$ cat src/ccd_pkg.sv
// shared constants and carriers for the pixel correction pipeline
package ccd_pkg;
	localparam int PIX_W = 12;
	localparam int GAIN_W = 12;
	localparam int OFS_PIN_W = 8;
	localparam int OFS_W = 10;
	localparam int MPU_W = 8;
	localparam int HIST_D = 6;
	localparam int ADDR_W = 6;
	localparam logic [11:0] PIX_MAX = 12'hfff;
	localparam logic [11:0] GMASK_10 = 12'hffc;
	localparam logic [11:0] GMASK_11 = 12'hffe;
	localparam logic [11:0] GMASK_12 = 12'hfff;
	// register indices; byte address is four times the index
	localparam logic [3:0] IDX_CFG1 = 4'h0;
	localparam logic [3:0] IDX_CFG2 = 4'h1;
	localparam logic [3:0] IDX_ODD = 4'h3;
	localparam logic [3:0] IDX_EVEN = 4'h4;
	localparam logic [3:0] IDX_BAYER = 4'h7;
	localparam logic [3:0] IDX_STATUS = 4'h8;
	// field positions
	localparam int CFG1_SCALE_LO = 0;
	localparam int CFG1_PIN_LO = 3;
	localparam int CFG1_PTR_LO = 6;
	localparam int CFG2_CDS = 0;
	localparam int CFG2_ONE = 1;
	localparam int BAYER_EN = 0;
	// pipeline timing in conversion clock cycles
	localparam logic [3:0] LAT_THREE = 4'h9;
	localparam logic [3:0] LAT_ONE = 4'h7;
	localparam int OUT_LAT = 6;
	localparam logic [3:0] GAIN_TAP_BASE = 4'h4;
	localparam logic [3:0] OFS_TAP_BASE = 4'h5;
	typedef enum logic [1:0] {
		RED = 2'b00,
		GREEN = 2'b01,
		BLUE = 2'b10,
		CH_NONE = 2'b11
	} chan_t;
	typedef enum logic [2:0] {
		THREE_CDS = 3'b000,
		THREE_SHA = 3'b001,
		ONE_CDS = 3'b010,
		ONE_SHA = 3'b011,
		BAYER = 3'b100
	} mode_t;
	typedef struct packed {
		logic [PIX_W-1:0] data;
		chan_t ch;
		logic odd;
	} pixel_t;
endpackage

$ cat src/gain_apply.sv
// per-pixel digital gain multiplier with saturation
`timescale 1ns/1ps
module gain_apply (
	input wire logic [11:0] diff,
	input wire logic [11:0] gain,
	input wire logic [2:0] scale,
	output logic [11:0] result
);
	logic [2:0] mult_x;
	logic [26:0] prod;
	logic [15:0] sum;

	// x of 7, 3 or 1 gives a top gain of 8, 4 or 2
	assign mult_x = scale[2] ? 3'h7 : (scale[1] ? 3'h3 : (scale[0] ? 3'h1 : 3'h0));
	assign prod = 27'(diff) * 27'(gain) * 27'(mult_x);
	// zero word adds nothing, unity gain
	assign sum = {4'h0, diff} + {1'b0, prod[26:12]};

	always_comb
	begin
		if (scale == 3'h0)
			result = diff;
		else if (sum > {4'h0, ccd_pkg::PIX_MAX})
			result = ccd_pkg::PIX_MAX;
		else
			result = sum[11:0];
	end
endmodule

$ cat src/pixel_pipe.sv
// pixel sequencing, odd/even, offset and gain correction with register access
//
// Local design decisions: the APB slave port and the placing of the registers.
`timescale 1ns/1ps
module pixel_pipe (
	input wire logic MCLK,
	input wire logic RESET_N,
	input wire logic PSEL,
	input wire logic PENABLE,
	input wire logic PWRITE,
	input wire logic [5:0] PADDR,
	input wire logic [31:0] PWDATA,
	output logic [31:0] PRDATA,
	output logic PREADY,
	output logic PSLVERR,
	input wire logic LINE_START,
	input wire logic [11:0] ADC_DATA,
	input wire logic [11:0] GAIN_WORD,
	input wire logic [7:0] OFFSET_WORD,
	input wire logic CHIP_SELECT_N,
	input wire logic WRITE_STROBE_N,
	input wire logic READ_STROBE_N,
	input wire logic [2:0] HOST_ADDR,
	input wire logic [7:0] DOUT_I,
	output logic [11:0] DOUT_O,
	output logic [11:0] DOUT_OE,
	output logic [1:0] MUX_SELECT,
	output logic [1:0] PIXEL_CHANNEL,
	output logic CDS_ENABLE
);
	typedef struct packed {
		logic ls1;
		logic ls2;
		logic ls3;
		logic [11:0] adc1;
		logic [11:0] adc2;
		logic [11:0] g1;
		logic [11:0] g2;
		logic [7:0] o1;
		logic [7:0] o2;
		logic [5:0][11:0] ghist;
		logic [5:0][7:0] ohist;
		logic csn1;
		logic csn2;
		logic wrn1;
		logic wrn2;
		logic wrn3;
		logic rdn1;
		logic rdn2;
		logic [2:0] ha1;
		logic [2:0] ha2;
		logic [7:0] hd1;
		logic [7:0] hd2;
		logic [7:0] cfg1;
		logic [7:0] cfg2;
		logic bayer_en;
		logic line_type;
		logic [2:0][7:0] odd_ofs;
		logic [2:0][7:0] even_ofs;
		ccd_pkg::chan_t chan;
		logic odd;
		ccd_pkg::pixel_t t1;
		ccd_pkg::pixel_t raw;
		ccd_pkg::pixel_t oe;
		ccd_pkg::pixel_t sub;
		ccd_pkg::pixel_t mul;
		logic [11:0] dout_o;
		logic [11:0] dout_oe;
		ccd_pkg::chan_t out_ch;
		logic pready;
		logic pslverr;
		logic [31:0] prdata;
	} state_t;

	localparam state_t STATE_RST = '0;

	state_t s;
	state_t next_s;
	ccd_pkg::mode_t mode;
	logic three_ch;
	logic one_ch;
	logic [3:0] lat;
	logic [2:0] gtap;
	logic [2:0] otap;
	logic [2:0] pin;
	logic [11:0] gmask;
	logic [11:0] gain_eff;
	logic [9:0] ofs_word;
	logic sub_en;
	logic [7:0] oe_corr;
	logic [13:0] oe_sum;
	logic [11:0] oe_val;
	logic [12:0] sub_diff;
	logic [11:0] mult_res;
	logic [3:0] apb_idx;
	logic apb_mapped;
	logic apb_wr;
	logic host_wr;
	logic wr_en;
	logic [3:0] wr_idx;
	logic [7:0] wr_data;
	logic host_rd;
	logic host_wr_act;
	ccd_pkg::chan_t ptr;

	function automatic logic [7:0] reg_val(input logic [3:0] idx, input state_t st);
		logic [1:0] p;
		p = st.cfg1[ccd_pkg::CFG1_PTR_LO +: 2];
		case (idx)
			ccd_pkg::IDX_CFG1: reg_val = st.cfg1;
			ccd_pkg::IDX_CFG2: reg_val = st.cfg2;
			ccd_pkg::IDX_ODD: reg_val = (p == 2'h3) ? 8'h00 : st.odd_ofs[p];
			ccd_pkg::IDX_EVEN: reg_val = (p == 2'h3) ? 8'h00 : st.even_ofs[p];
			ccd_pkg::IDX_BAYER: reg_val = {7'h00, st.bayer_en};
			ccd_pkg::IDX_STATUS: reg_val = {3'h0, st.line_type, st.odd, st.chan, st.ls2};
			default: reg_val = 8'h00;
		endcase
	endfunction

	// mode from bayer enable, one-channel and CDS bits
	// one-channel bit picks single input operation
	assign mode = s.bayer_en ? ccd_pkg::BAYER :
		ccd_pkg::mode_t'({1'b0, s.cfg2[ccd_pkg::CFG2_ONE], ~s.cfg2[ccd_pkg::CFG2_CDS]});
	assign three_ch = (mode == ccd_pkg::THREE_CDS) || (mode == ccd_pkg::THREE_SHA);
	assign one_ch = (mode == ccd_pkg::ONE_CDS) || (mode == ccd_pkg::ONE_SHA);
	assign ptr = (s.cfg1[ccd_pkg::CFG1_PTR_LO +: 2] == 2'h3) ? ccd_pkg::RED :
		ccd_pkg::chan_t'(s.cfg1[ccd_pkg::CFG1_PTR_LO +: 2]);

	// gain/offset taps give latency 9 in the three-channel modes, 7 in one-channel and bayer
	assign lat = three_ch ? ccd_pkg::LAT_THREE : ccd_pkg::LAT_ONE;
	assign gtap = 3'(lat - ccd_pkg::GAIN_TAP_BASE);
	assign otap = 3'(lat - ccd_pkg::OFS_TAP_BASE);

	// gain width 10, 11 or 12 by pin distribution
	// masked lsbs coarsen the step count
	assign pin = s.cfg1[ccd_pkg::CFG1_PIN_LO +: 3];
	assign gmask = pin[0] ? ccd_pkg::GMASK_10 : (pin[1] ? ccd_pkg::GMASK_11 : ccd_pkg::GMASK_12);
	assign gain_eff = s.ghist[gtap] & gmask;
	// gain lsbs become offset msbs for 10 and 9 bit widths
	// straight binary, unit steps up to 1023
	assign ofs_word = pin[0] ? {s.ghist[otap][1:0], s.ohist[otap]} :
		(pin[1] ? {1'b0, s.ghist[otap][0], s.ohist[otap]} : {2'h0, s.ohist[otap]});
	// no pin distribution bit bypasses the subtracter
	assign sub_en = |pin;

	// odd/even correction first, twos complement trim
	assign oe_corr = s.raw.odd ? s.odd_ofs[s.raw.ch] : s.even_ofs[s.raw.ch];
	assign oe_sum = {2'h0, s.raw.data} + {{6{oe_corr[7]}}, oe_corr};
	assign oe_val = oe_sum[13] ? 12'h000 : (oe_sum[12] ? ccd_pkg::PIX_MAX : oe_sum[11:0]);
	// offset subtracted after odd/even, clamped at zero
	assign sub_diff = {1'b0, s.oe.data} - {3'h0, ofs_word};

	gain_apply u_gain (
		.diff(s.sub.data),
		.gain(gain_eff),
		.scale(s.cfg1[ccd_pkg::CFG1_SCALE_LO +: 3]),
		.result(mult_res)
	);

	assign apb_idx = PADDR[5:2];
	assign apb_mapped = (apb_idx == ccd_pkg::IDX_CFG1) || (apb_idx == ccd_pkg::IDX_CFG2) ||
		(apb_idx == ccd_pkg::IDX_ODD) || (apb_idx == ccd_pkg::IDX_EVEN) ||
		(apb_idx == ccd_pkg::IDX_BAYER) || (apb_idx == ccd_pkg::IDX_STATUS);
	assign apb_wr = PSEL && PENABLE && PWRITE && s.pready && apb_mapped;
	// host write lands on the rising edge of its strobe
	assign host_wr = !s.csn2 && s.wrn2 && !s.wrn3;
	assign wr_en = apb_wr || host_wr;
	assign wr_idx = apb_wr ? apb_idx : {1'b0, s.ha2};
	assign wr_data = apb_wr ? PWDATA[7:0] : s.hd2;
	assign host_rd = !s.csn2 && !s.rdn2;
	assign host_wr_act = !s.csn2 && !s.wrn2;

	always_comb
	begin
		next_s = s;
		// gain word captured each edge, two flops deep
		next_s.g1 = GAIN_WORD;
		next_s.g2 = s.g1;
		// offset word captured each edge likewise
		next_s.o1 = OFFSET_WORD;
		next_s.o2 = s.o1;
		next_s.ghist = {s.ghist[4:0], s.g2};
		next_s.ohist = {s.ohist[4:0], s.o2};
		next_s.ls1 = LINE_START;
		next_s.ls2 = s.ls1;
		next_s.ls3 = s.ls2;
		next_s.adc1 = ADC_DATA;
		next_s.adc2 = s.adc1;
		next_s.csn1 = CHIP_SELECT_N;
		next_s.csn2 = s.csn1;
		next_s.wrn1 = WRITE_STROBE_N;
		next_s.wrn2 = s.wrn1;
		next_s.wrn3 = s.wrn2;
		next_s.rdn1 = READ_STROBE_N;
		next_s.rdn2 = s.rdn1;
		next_s.ha1 = HOST_ADDR;
		next_s.ha2 = s.ha1;
		next_s.hd1 = DOUT_I;
		next_s.hd2 = s.hd1;

		if (wr_en)
		begin
			case (wr_idx)
				ccd_pkg::IDX_CFG1: next_s.cfg1 = wr_data;
				ccd_pkg::IDX_CFG2: next_s.cfg2 = wr_data;
				ccd_pkg::IDX_ODD:
				begin
					if (s.cfg1[ccd_pkg::CFG1_PTR_LO +: 2] != 2'h3)
						next_s.odd_ofs[s.cfg1[ccd_pkg::CFG1_PTR_LO +: 2]] = wr_data;
				end
				ccd_pkg::IDX_EVEN:
				begin
					if (s.cfg1[ccd_pkg::CFG1_PTR_LO +: 2] != 2'h3)
						next_s.even_ofs[s.cfg1[ccd_pkg::CFG1_PTR_LO +: 2]] = wr_data;
				end
				ccd_pkg::IDX_BAYER:
				begin
					next_s.bayer_en = wr_data[ccd_pkg::BAYER_EN];
					// writing one restarts on a green-blue line
					if (wr_data[ccd_pkg::BAYER_EN])
						next_s.line_type = 1'b0;
				end
				default: next_s.cfg1 = s.cfg1;
			endcase
		end
		else if (mode == ccd_pkg::BAYER && s.ls3 && !s.ls2)
			next_s.line_type = ~s.line_type;

		case (mode)
			ccd_pkg::THREE_CDS, ccd_pkg::THREE_SHA:
			begin
				// line start low: red, even expected
				// so red is first after line start
				if (!s.ls2)
				begin
					next_s.chan = ccd_pkg::RED;
					next_s.odd = 1'b0;
				end
				else
				begin
					case (s.chan)
						ccd_pkg::RED: next_s.chan = ccd_pkg::GREEN;
						ccd_pkg::GREEN: next_s.chan = ccd_pkg::BLUE;
						default: next_s.chan = ccd_pkg::RED;
					endcase
					if (s.chan == ccd_pkg::BLUE)
						next_s.odd = ~s.odd;
				end
			end
			ccd_pkg::ONE_CDS, ccd_pkg::ONE_SHA:
			begin
				next_s.chan = ptr;
				next_s.odd = s.ls2 ? ~s.odd : 1'b0;
			end
			default:
			begin
				// bayer: all even, green/blue alternate, line type picks the first
				next_s.odd = 1'b0;
				if (!s.ls2)
					next_s.chan = s.line_type ? ccd_pkg::BLUE : ccd_pkg::GREEN;
				else
					next_s.chan = (s.chan == ccd_pkg::GREEN) ?
						(s.line_type ? ccd_pkg::BLUE : ccd_pkg::BLUE) : ccd_pkg::GREEN;
			end
		endcase

		// tags ride beside the data stage by stage
		next_s.t1 = '{data: 12'h000, ch: s.chan, odd: s.odd};
		next_s.raw = '{data: s.adc2, ch: s.t1.ch, odd: s.t1.odd};
		next_s.oe = '{data: oe_val, ch: s.raw.ch, odd: s.raw.odd};
		next_s.sub = s.oe;
		if (sub_en)
			next_s.sub.data = sub_diff[12] ? 12'h000 : sub_diff[11:0];
		next_s.mul = s.sub;
		next_s.mul.data = mult_res;
		next_s.out_ch = s.mul.ch;

		// pixels out, low byte serves the host during strobes
		next_s.dout_o = s.mul.data;
		next_s.dout_oe = ccd_pkg::PIX_MAX;
		if (host_rd)
			next_s.dout_o[7:0] = reg_val({1'b0, s.ha2}, s);
		else if (host_wr_act)
			next_s.dout_oe[7:0] = 8'h00;

		next_s.pready = PSEL && PENABLE && !s.pready;
		next_s.pslverr = PSEL && PENABLE && !s.pready && !apb_mapped;
		if (PSEL && PENABLE && !s.pready)
			next_s.prdata = {24'h000000, reg_val(apb_idx, s)};
	end

	always_ff @(posedge MCLK or negedge RESET_N)
	begin
		if (!RESET_N)
			s <= STATE_RST;
		else
			s <= next_s;
	end

	assign PRDATA = s.prdata;
	assign PREADY = s.pready;
	assign PSLVERR = s.pslverr;
	assign DOUT_O = s.dout_o;
	assign DOUT_OE = s.dout_oe;
	assign MUX_SELECT = s.chan;
	assign PIXEL_CHANNEL = s.out_ch;
	// clear CDS bit tells the front end to sample-and-hold
	assign CDS_ENABLE = s.cfg2[ccd_pkg::CFG2_CDS];
endmodule

$ cat config.mk
export PLATFORM = sky130hd
export DESIGN_NAME = pixel_pipe
export DESIGN_NICKNAME = d
export VERILOG_FILES = /design/src/ccd_pkg.sv /design/src/gain_apply.sv /design/src/pixel_pipe.sv
export SDC_FILE = /design/constraint.sdc
export NUM_CORES = 1
export LEC_CHECK = 0
export BUFFER_PORTS_ARGS = -buffer_cell sky130_fd_sc_hd__buf_2
export CAP_MARGIN = 10
export CORE_ASPECT_RATIO = 1.25
export CORE_MARGIN = 5
export CORE_UTILIZATION = 41
export DETAILED_ROUTE_END_ITERATION = 6
export GPL_TIMING_DRIVEN = 0
export PLACE_DENSITY_LB_ADDON = 0.1
export SETUP_SLACK_MARGIN = 0.15
export SYNTH_ARGS = -nofsm -noshare
export SYNTH_HDL_FRONTEND = slang
export SYNTH_SLANG_ARGS = --single-unit
$ cat constraint.sdc
create_clock -name MCLK -period 11.43 [get_ports MCLK]
set_clock_uncertainty 0.1 [all_clocks]
set_input_delay 0.5715 -clock MCLK [delete_from_list [all_inputs] [get_ports MCLK]]
set_output_delay 0.5715 -clock MCLK [all_outputs]
set_load 0.01 [all_outputs]
Word level (Yosys, flattened, before mapping):

Cells that the tools add are included.

* $add $sub $neg: 5
* multiply operators: 2
* magnitude comparators: 6
* equality and inequality tests: 24
* multiplexer cells: 56
* bitwise operators: 4
* reductions and logical operators: 43

Operators with widths (number)
* $mux 8: 13
* $mux 12: 7
* $bmux 12 s3: 2
* $bmux 8 s2: 4
* $bwmux 24: 2
* $pmux 8 s6: 1
* $pmux 8 s5: 1
* $mul 24x3->27: 1
* $bmux 8 s3: 1
* $mul 12x12->24: 1
* $add 12x15->16: 1
* $demux 8 s2: 1
* $eq 4x3->1 const B: 4
* $gt 16x12->1 const B: 1
* $mux 3: 5
* $add 13x8->14: 1
* $logic_and 1x1->1: 13
* $sub 12x10->13: 1
* $and 12x12->12: 1
* $mux 2: 6
* $mux 10: 1
* $eq 3x2->1 const B: 3
* $eq 3x3->1 const B: 3
* $logic_not 3->1: 3
* 28 further kinds: 63

* bits in registers: 378
* input bits: 90
* output and inout port bits: 63
* logic and storage cells: 201

Longest topological paths before layout:

* word-level depth: 15
* depth in mapped cells: 44
* mapped depth without buffers: 40

By module:

From an unflattened synthesis, not the netlist that was laid out.

* cell total of the unflattened synthesis: 1899
* area, all modules: 20732.4 µm²

By module, submodules not included
* pixel_pipe: instances 1, cells an instance 1021, area an instance 13759.4 µm², sequential area each 9083.7 µm²
* gain_apply: instances 1, cells an instance 878, area an instance 6972.9 µm², sequential area each 0.0 µm²

Worst setup path after synthesis:

Ideal clock, no wire load.

* kind: reg-to-reg
* start: register s[189] in the netlist's numbering
* end: register s (netlist bit next_s[58])
* setup time: 0.124 ns
* arrival: 9.115 ns
* data required time: 11.206 ns
* slack: 2.091 ns
* stages on the path, launching flop included: 42
* path buffers: 4
* clock period less this slack: 9.339 ns
* path through: dfrtp_1 > clkbuf_1 > nor2_1 > clkbuf_1 > mux2_2 > clkbuf_1 > nand2_1 > fa_1 > fa_1 > fa_1 > inv_1 > fa_1 > inv_1 > fa_1 > inv_1 > ha_1 > or3_1 > o2111ai_1 > [... 6 more ...] > inv_1 > ha_1 > and3_1 > o211ai_1 > o21ai_1 > nor2_1 > nor2b_1 > nor2_1 > xnor2_1 > ha_1 > o21a_1 > o31a_1 > o41ai_1 > o21ai_1 > nand4bb_1 > o21ai_2 > buf_6 > a21oi_2

* word-level cells in the longest chain between the ends: 14
* elaborated cells between the ends (all ways): 15
* classes of those cells: add/sub (2); mul (2); order compare (1); eq/ne (1); mux (6); bitwise (1); reduce/logical (2)

Ends and longest elaborated chain
* from (decl): RTL line pixel_pipe.sv:77 `state_t s;`
* from (signal assigned): RTL line pixel_pipe.sv:297 `s <= next_s;`
* $mux 3 *: RTL line pixel_pipe.sv:122 `assign mode = s.bayer_en ? ccd_pkg::BAYER :`
* $eq 3x1->1 or $logic_not 3->1 (tied branches): RTL line pixel_pipe.sv:124 `assign three_ch = (mode == ccd_pkg::THREE_CDS) || (mode == ccd_pkg::THREE_SHA);`
* $logic_or 1x1->1 *: RTL line pixel_pipe.sv:124
* $mux 3 *: RTL line pixel_pipe.sv:130 `assign lat = three_ch ? ccd_pkg::LAT_THREE : ccd_pkg::LAT_ONE;`
* $sub 3x3->3 *: RTL line pixel_pipe.sv:131 `assign gtap = 3'(lat - ccd_pkg::GAIN_TAP_BASE);`
* $bmux 12 s3 *: RTL line pixel_pipe.sv:138 `assign gain_eff = s.ghist[gtap] & gmask;`
* $mux 12 (not written as such) *: RTL line pixel_pipe.sv:138
* $and 12x12->12 *: RTL line pixel_pipe.sv:138
* $mul 12x12->24 *: RTL line gain_apply.sv:15 `assign prod = 27'(diff) * 27'(gain) * 27'(mult_x);`
* $mul 24x3->27 *: RTL line gain_apply.sv:15
* $add 12x15->16 *: RTL line gain_apply.sv:17 `assign sum = {4'h0, diff} + {1'b0, prod[26:12]};`
* $gt 16x12->1: RTL line gain_apply.sv:23 `else if (sum > {4'h0, ccd_pkg::PIX_MAX})`
* $mux 12 *: RTL line gain_apply.sv:23
* $mux 12 *: RTL line gain_apply.sv:21 `if (scale == 3'h0)`
* via mult_res[10]: RTL line pixel_pipe.sv:94 `logic [11:0] mult_res;`

The timed path passes the listed nets; every way through them passes the cells marked *. The select of a mux whose other input is x is not followed.
A chain may end at the register's enable or synchronous reset.

Worst setup path after layout:

* start: register s[187] in the netlist's numbering
* end: register s (netlist bit next_s[58])

Same word-level chain as after synthesis.

==> qor.yml <==
hp-class: "input port to flip-flop"
via_per_inst: 4.97
worstMarginPinSlew_ns: 0.954
ys_seq_area_frac: 0.443
synth_edf_count: 0
post-route-util: 0.478
wl_per_cell_um: 17.3
dp_slack_ns: 0.269
end_kind: "flip-flop"
ys_seq_elements: 363
portBuffers: 100
ios: 153
via_count: 13902
postRouteAntennaNets: 0
r2r_setup_slack_ns: 0.78
run_status: "finished, final reports clean"
ys_async_sr_fraction: 1.00
postCtsSetupRepairBufs: 0
syn2layout_area_growth_pct: 15.1
whs_endpoint: "next_s[375]"
critPathMaxFanout: 10
cts_root_buffer: "clkbuf_16"
clk_latency_ns: 0.55
drt-total-wl_um: 48300
hold_depth: 1
nets: 2455
core-area_mm2: 0.0494
drive_gt1_frac: 0.135
cpMaxStageDelayCell: "fa_1"
layout_min_cycle_time_ns: 10.65
hold_violations: 0
hpwl_um: 37200
grt_pass1_vias: 15201
grt_max_degree: 133
worst_ep_arrival_time_ns: 10.95
syn_avg_cell_area_um2: 10.7
fmax_mhz: 93.9
die_x_um: 210
use_met2: 0.333
fin_tns_setup_ns: 0
ys_types: 67
worst-setup-path-type: "flip-flop to flip-flop"
reg2reg_depth: 40
cts_buffers: 39
setup_violations: 0
grt_most_used_layer: "met2"
critPathMostFrequentCell: "fa_1"
grt-ovfl-total: 0
cts_tree: "built"
grt_use_met3: 0.0259
met1_usage: 0.218
final_max_slew_viol_count: 0
path_clk_slew_ns: 0.06
timing.rr.start: "s[187]"
clk_path_buf_depth: 3
htreeDepth: 2
min_from: "GAIN_WORD[6]"
rows: 91
drc: 0
rsz0062_at_grt: "false"
startpoint_type: "flip-flop"
cts_sinks: 363
place_congestion: 0.888
antenna_cells: 0
netlist_area_mm2: 0.0205
grt_usage: 0.183
ys.flop_type: "dfrtp_1"
synth_cells: 1915
slowest_delay_ns: 0.53
required_ns: 11.73
setup_ws_ns: 0.785
detail_route.first_pass.iterations: 6
die_area_mm2: 0.0546
die_y_um: 260
ys_warn_count: 0
drt_iter0_drc: 546
timing.final.crit_share: 0.931
grt_pass1_wl_um: 80000
start_util: 0.415
relSlewSlack: 0.346
antenna_found_initial: 1
cap_viol_max_count: 0
r2r_end: "next_s[58]"
[state kept, by name, indices dropped and copies added (netlist names)]
register	cells
DOUT_O	12
pin	3
DOUT_OE	2
CDS_ENABLE	1
PREADY	1
s	133
MUX_SELECT	2
PRDATA	8
PSLVERR	1
PIXEL_CHANNEL	2
next_s	198
[layout make-up]
| class | count | area, µm² |
|---|---|---|
| Multi-Input combinational cell | 1266 | 10100 |
| Buffer | 131 | 748 |
| Clock buffer | 55 | 1100 |
| Timing Repair Buffer | 142 | 966 |
| Sequential cell | 363 | 9080 |
| Inverter | 175 | 657 |
| Tap cell | 651 | 815 |
| Fill cell | 4659 | 25800 |
| Clock inverter | 15 | 144 |
[worst max-delay path: cells and delay by family (launching register included)]
family | cells | cell delay, ns
simple gates | 9 | 1.83
xor+xnor | 2 | 0.46
flops | 1 | 0.40
mux | 1 | 0.23
buf+inv | 8 | 1.45
fa+ha+maj | 9 | 3.90
compound gates | 11 | 2.12
[cell usage after synthesis (7+ instances only)]
cell type | n | area share
dfrtp_1 | 363 | 0.44
nand2_1 | 208 | 0.038
inv_1 | 175 | 0.032
nor2_1 | 134 | 0.025
a21oi_1 | 132 | 0.032
fa_1 | 125 | 0.12
ha_1 | 122 | 0.074
and2_1 | 71 | 0.022
buf_4 | 60 | 0.022
clkbuf_1 | 59 | 0.011
mux2i_1 | 50 | 0.024
o21ai_0 | 45 | 0.011
xnor2_1 | 42 | 0.018
o21a_1 | 25 | 0.0092
o21ai_1 | 23 | 0.0056
mux2_2 | 21 | 0.012
a21o_1 | 17 | 0.0062
nand3_1 | 17 | 0.0042
xor2_1 | 16 | 0.0068
nand2b_1 | 14 | 0.0043
o31ai_1 | 13 | 0.0048
nor3_1 | 11 | 0.0027
a21oi_2 | 10 | 0.0043
and3_1 | 10 | 0.0031
buf_2 | 10 | 0.0024
o22ai_1 | 10 | 0.0031
a211oi_1 | 9 | 0.0033
a22o_1 | 8 | 0.0034
mux4_2 | 8 | 0.0088
a31oi_1 | 7 | 0.0021
nor2b_1 | 7 | 0.0021
nor3b_1 | 7 | 0.0026
o211ai_1 | 7 | 0.0026
o21bai_1 | 7 | 0.0026
[through the flow]
stage	hold slack [ns]	std cells	area, µm²
2_1_floorplan	0.176	1938	20600
3_3_place_gp	0.231	2689	21900
3_5_place_dp	0.235	2691	22000
4_1_cts	0.000416	2801	23600
5_1_grt	0.00218	2798	23600
6_report	0.0366	2798	23600
[layout by cell type (no fill, tap or decap), types with 64 or more instances in the layout]
master,netlist,layout
dfrtp_1,363,363
nand2_1,208,208
inv_1,175,175
nor2_1,134,133
a21oi_1,132,132
fa_1,125,125
ha_1,122,122
buf_2,10,109
and2_1,71,71
clkbuf_1,59,64
[kinds of logic (layout without fill, tap and decap cells)]
family          Yosys count  in the layout  share of synthesized area
compound gates          345            345                      0.107
fa+ha+maj               247            247                      0.197
xor+xnor                 58             58                     0.0248
simple gates            512            512                      0.115
other cells               2             25                   0.000366
flops                   363            363                      0.443
buf+inv                 309            518                     0.0689
mux                      79             79                     0.0447
[worst max-delay path by stage]
| stage | startpoint | endpoint | slack, ns | cells past startpoint |
|---|---|---|---|---|
| after floorplan | s[189] | next_s[58] | 2.09 | 41 |
| after global placement | s[187] | next_s[58] | 0.25 | 40 |
| after detailed placement | s[187] | next_s[58] | 0.27 | 40 |
| after CTS | s[187] | next_s[58] | 0.21 | 40 |
| after global routing | s[187] | next_s[58] | 0.20 | 41 |
| final | s[187] | next_s[58] | 0.78 | 40 |
[repair_timing]
action | 4_1_cts | 5_1_grt
hold buffers | 40 | 0
setup endpoints to repair | 0 | 12
resized for setup | 0 | 7
hold endpoints to repair | 41 | 0
[routing by layer]
metal	wire, µm	part of all wire
met1	19400	0.40
met4	2040	0.042
met5	7	0.00014
met2	25000	0.52
met3	1820	0.038
Power is left out: the tool's default activity adds up to more than one toggle a clock period on the data nets, which glitch-free logic cannot reach.
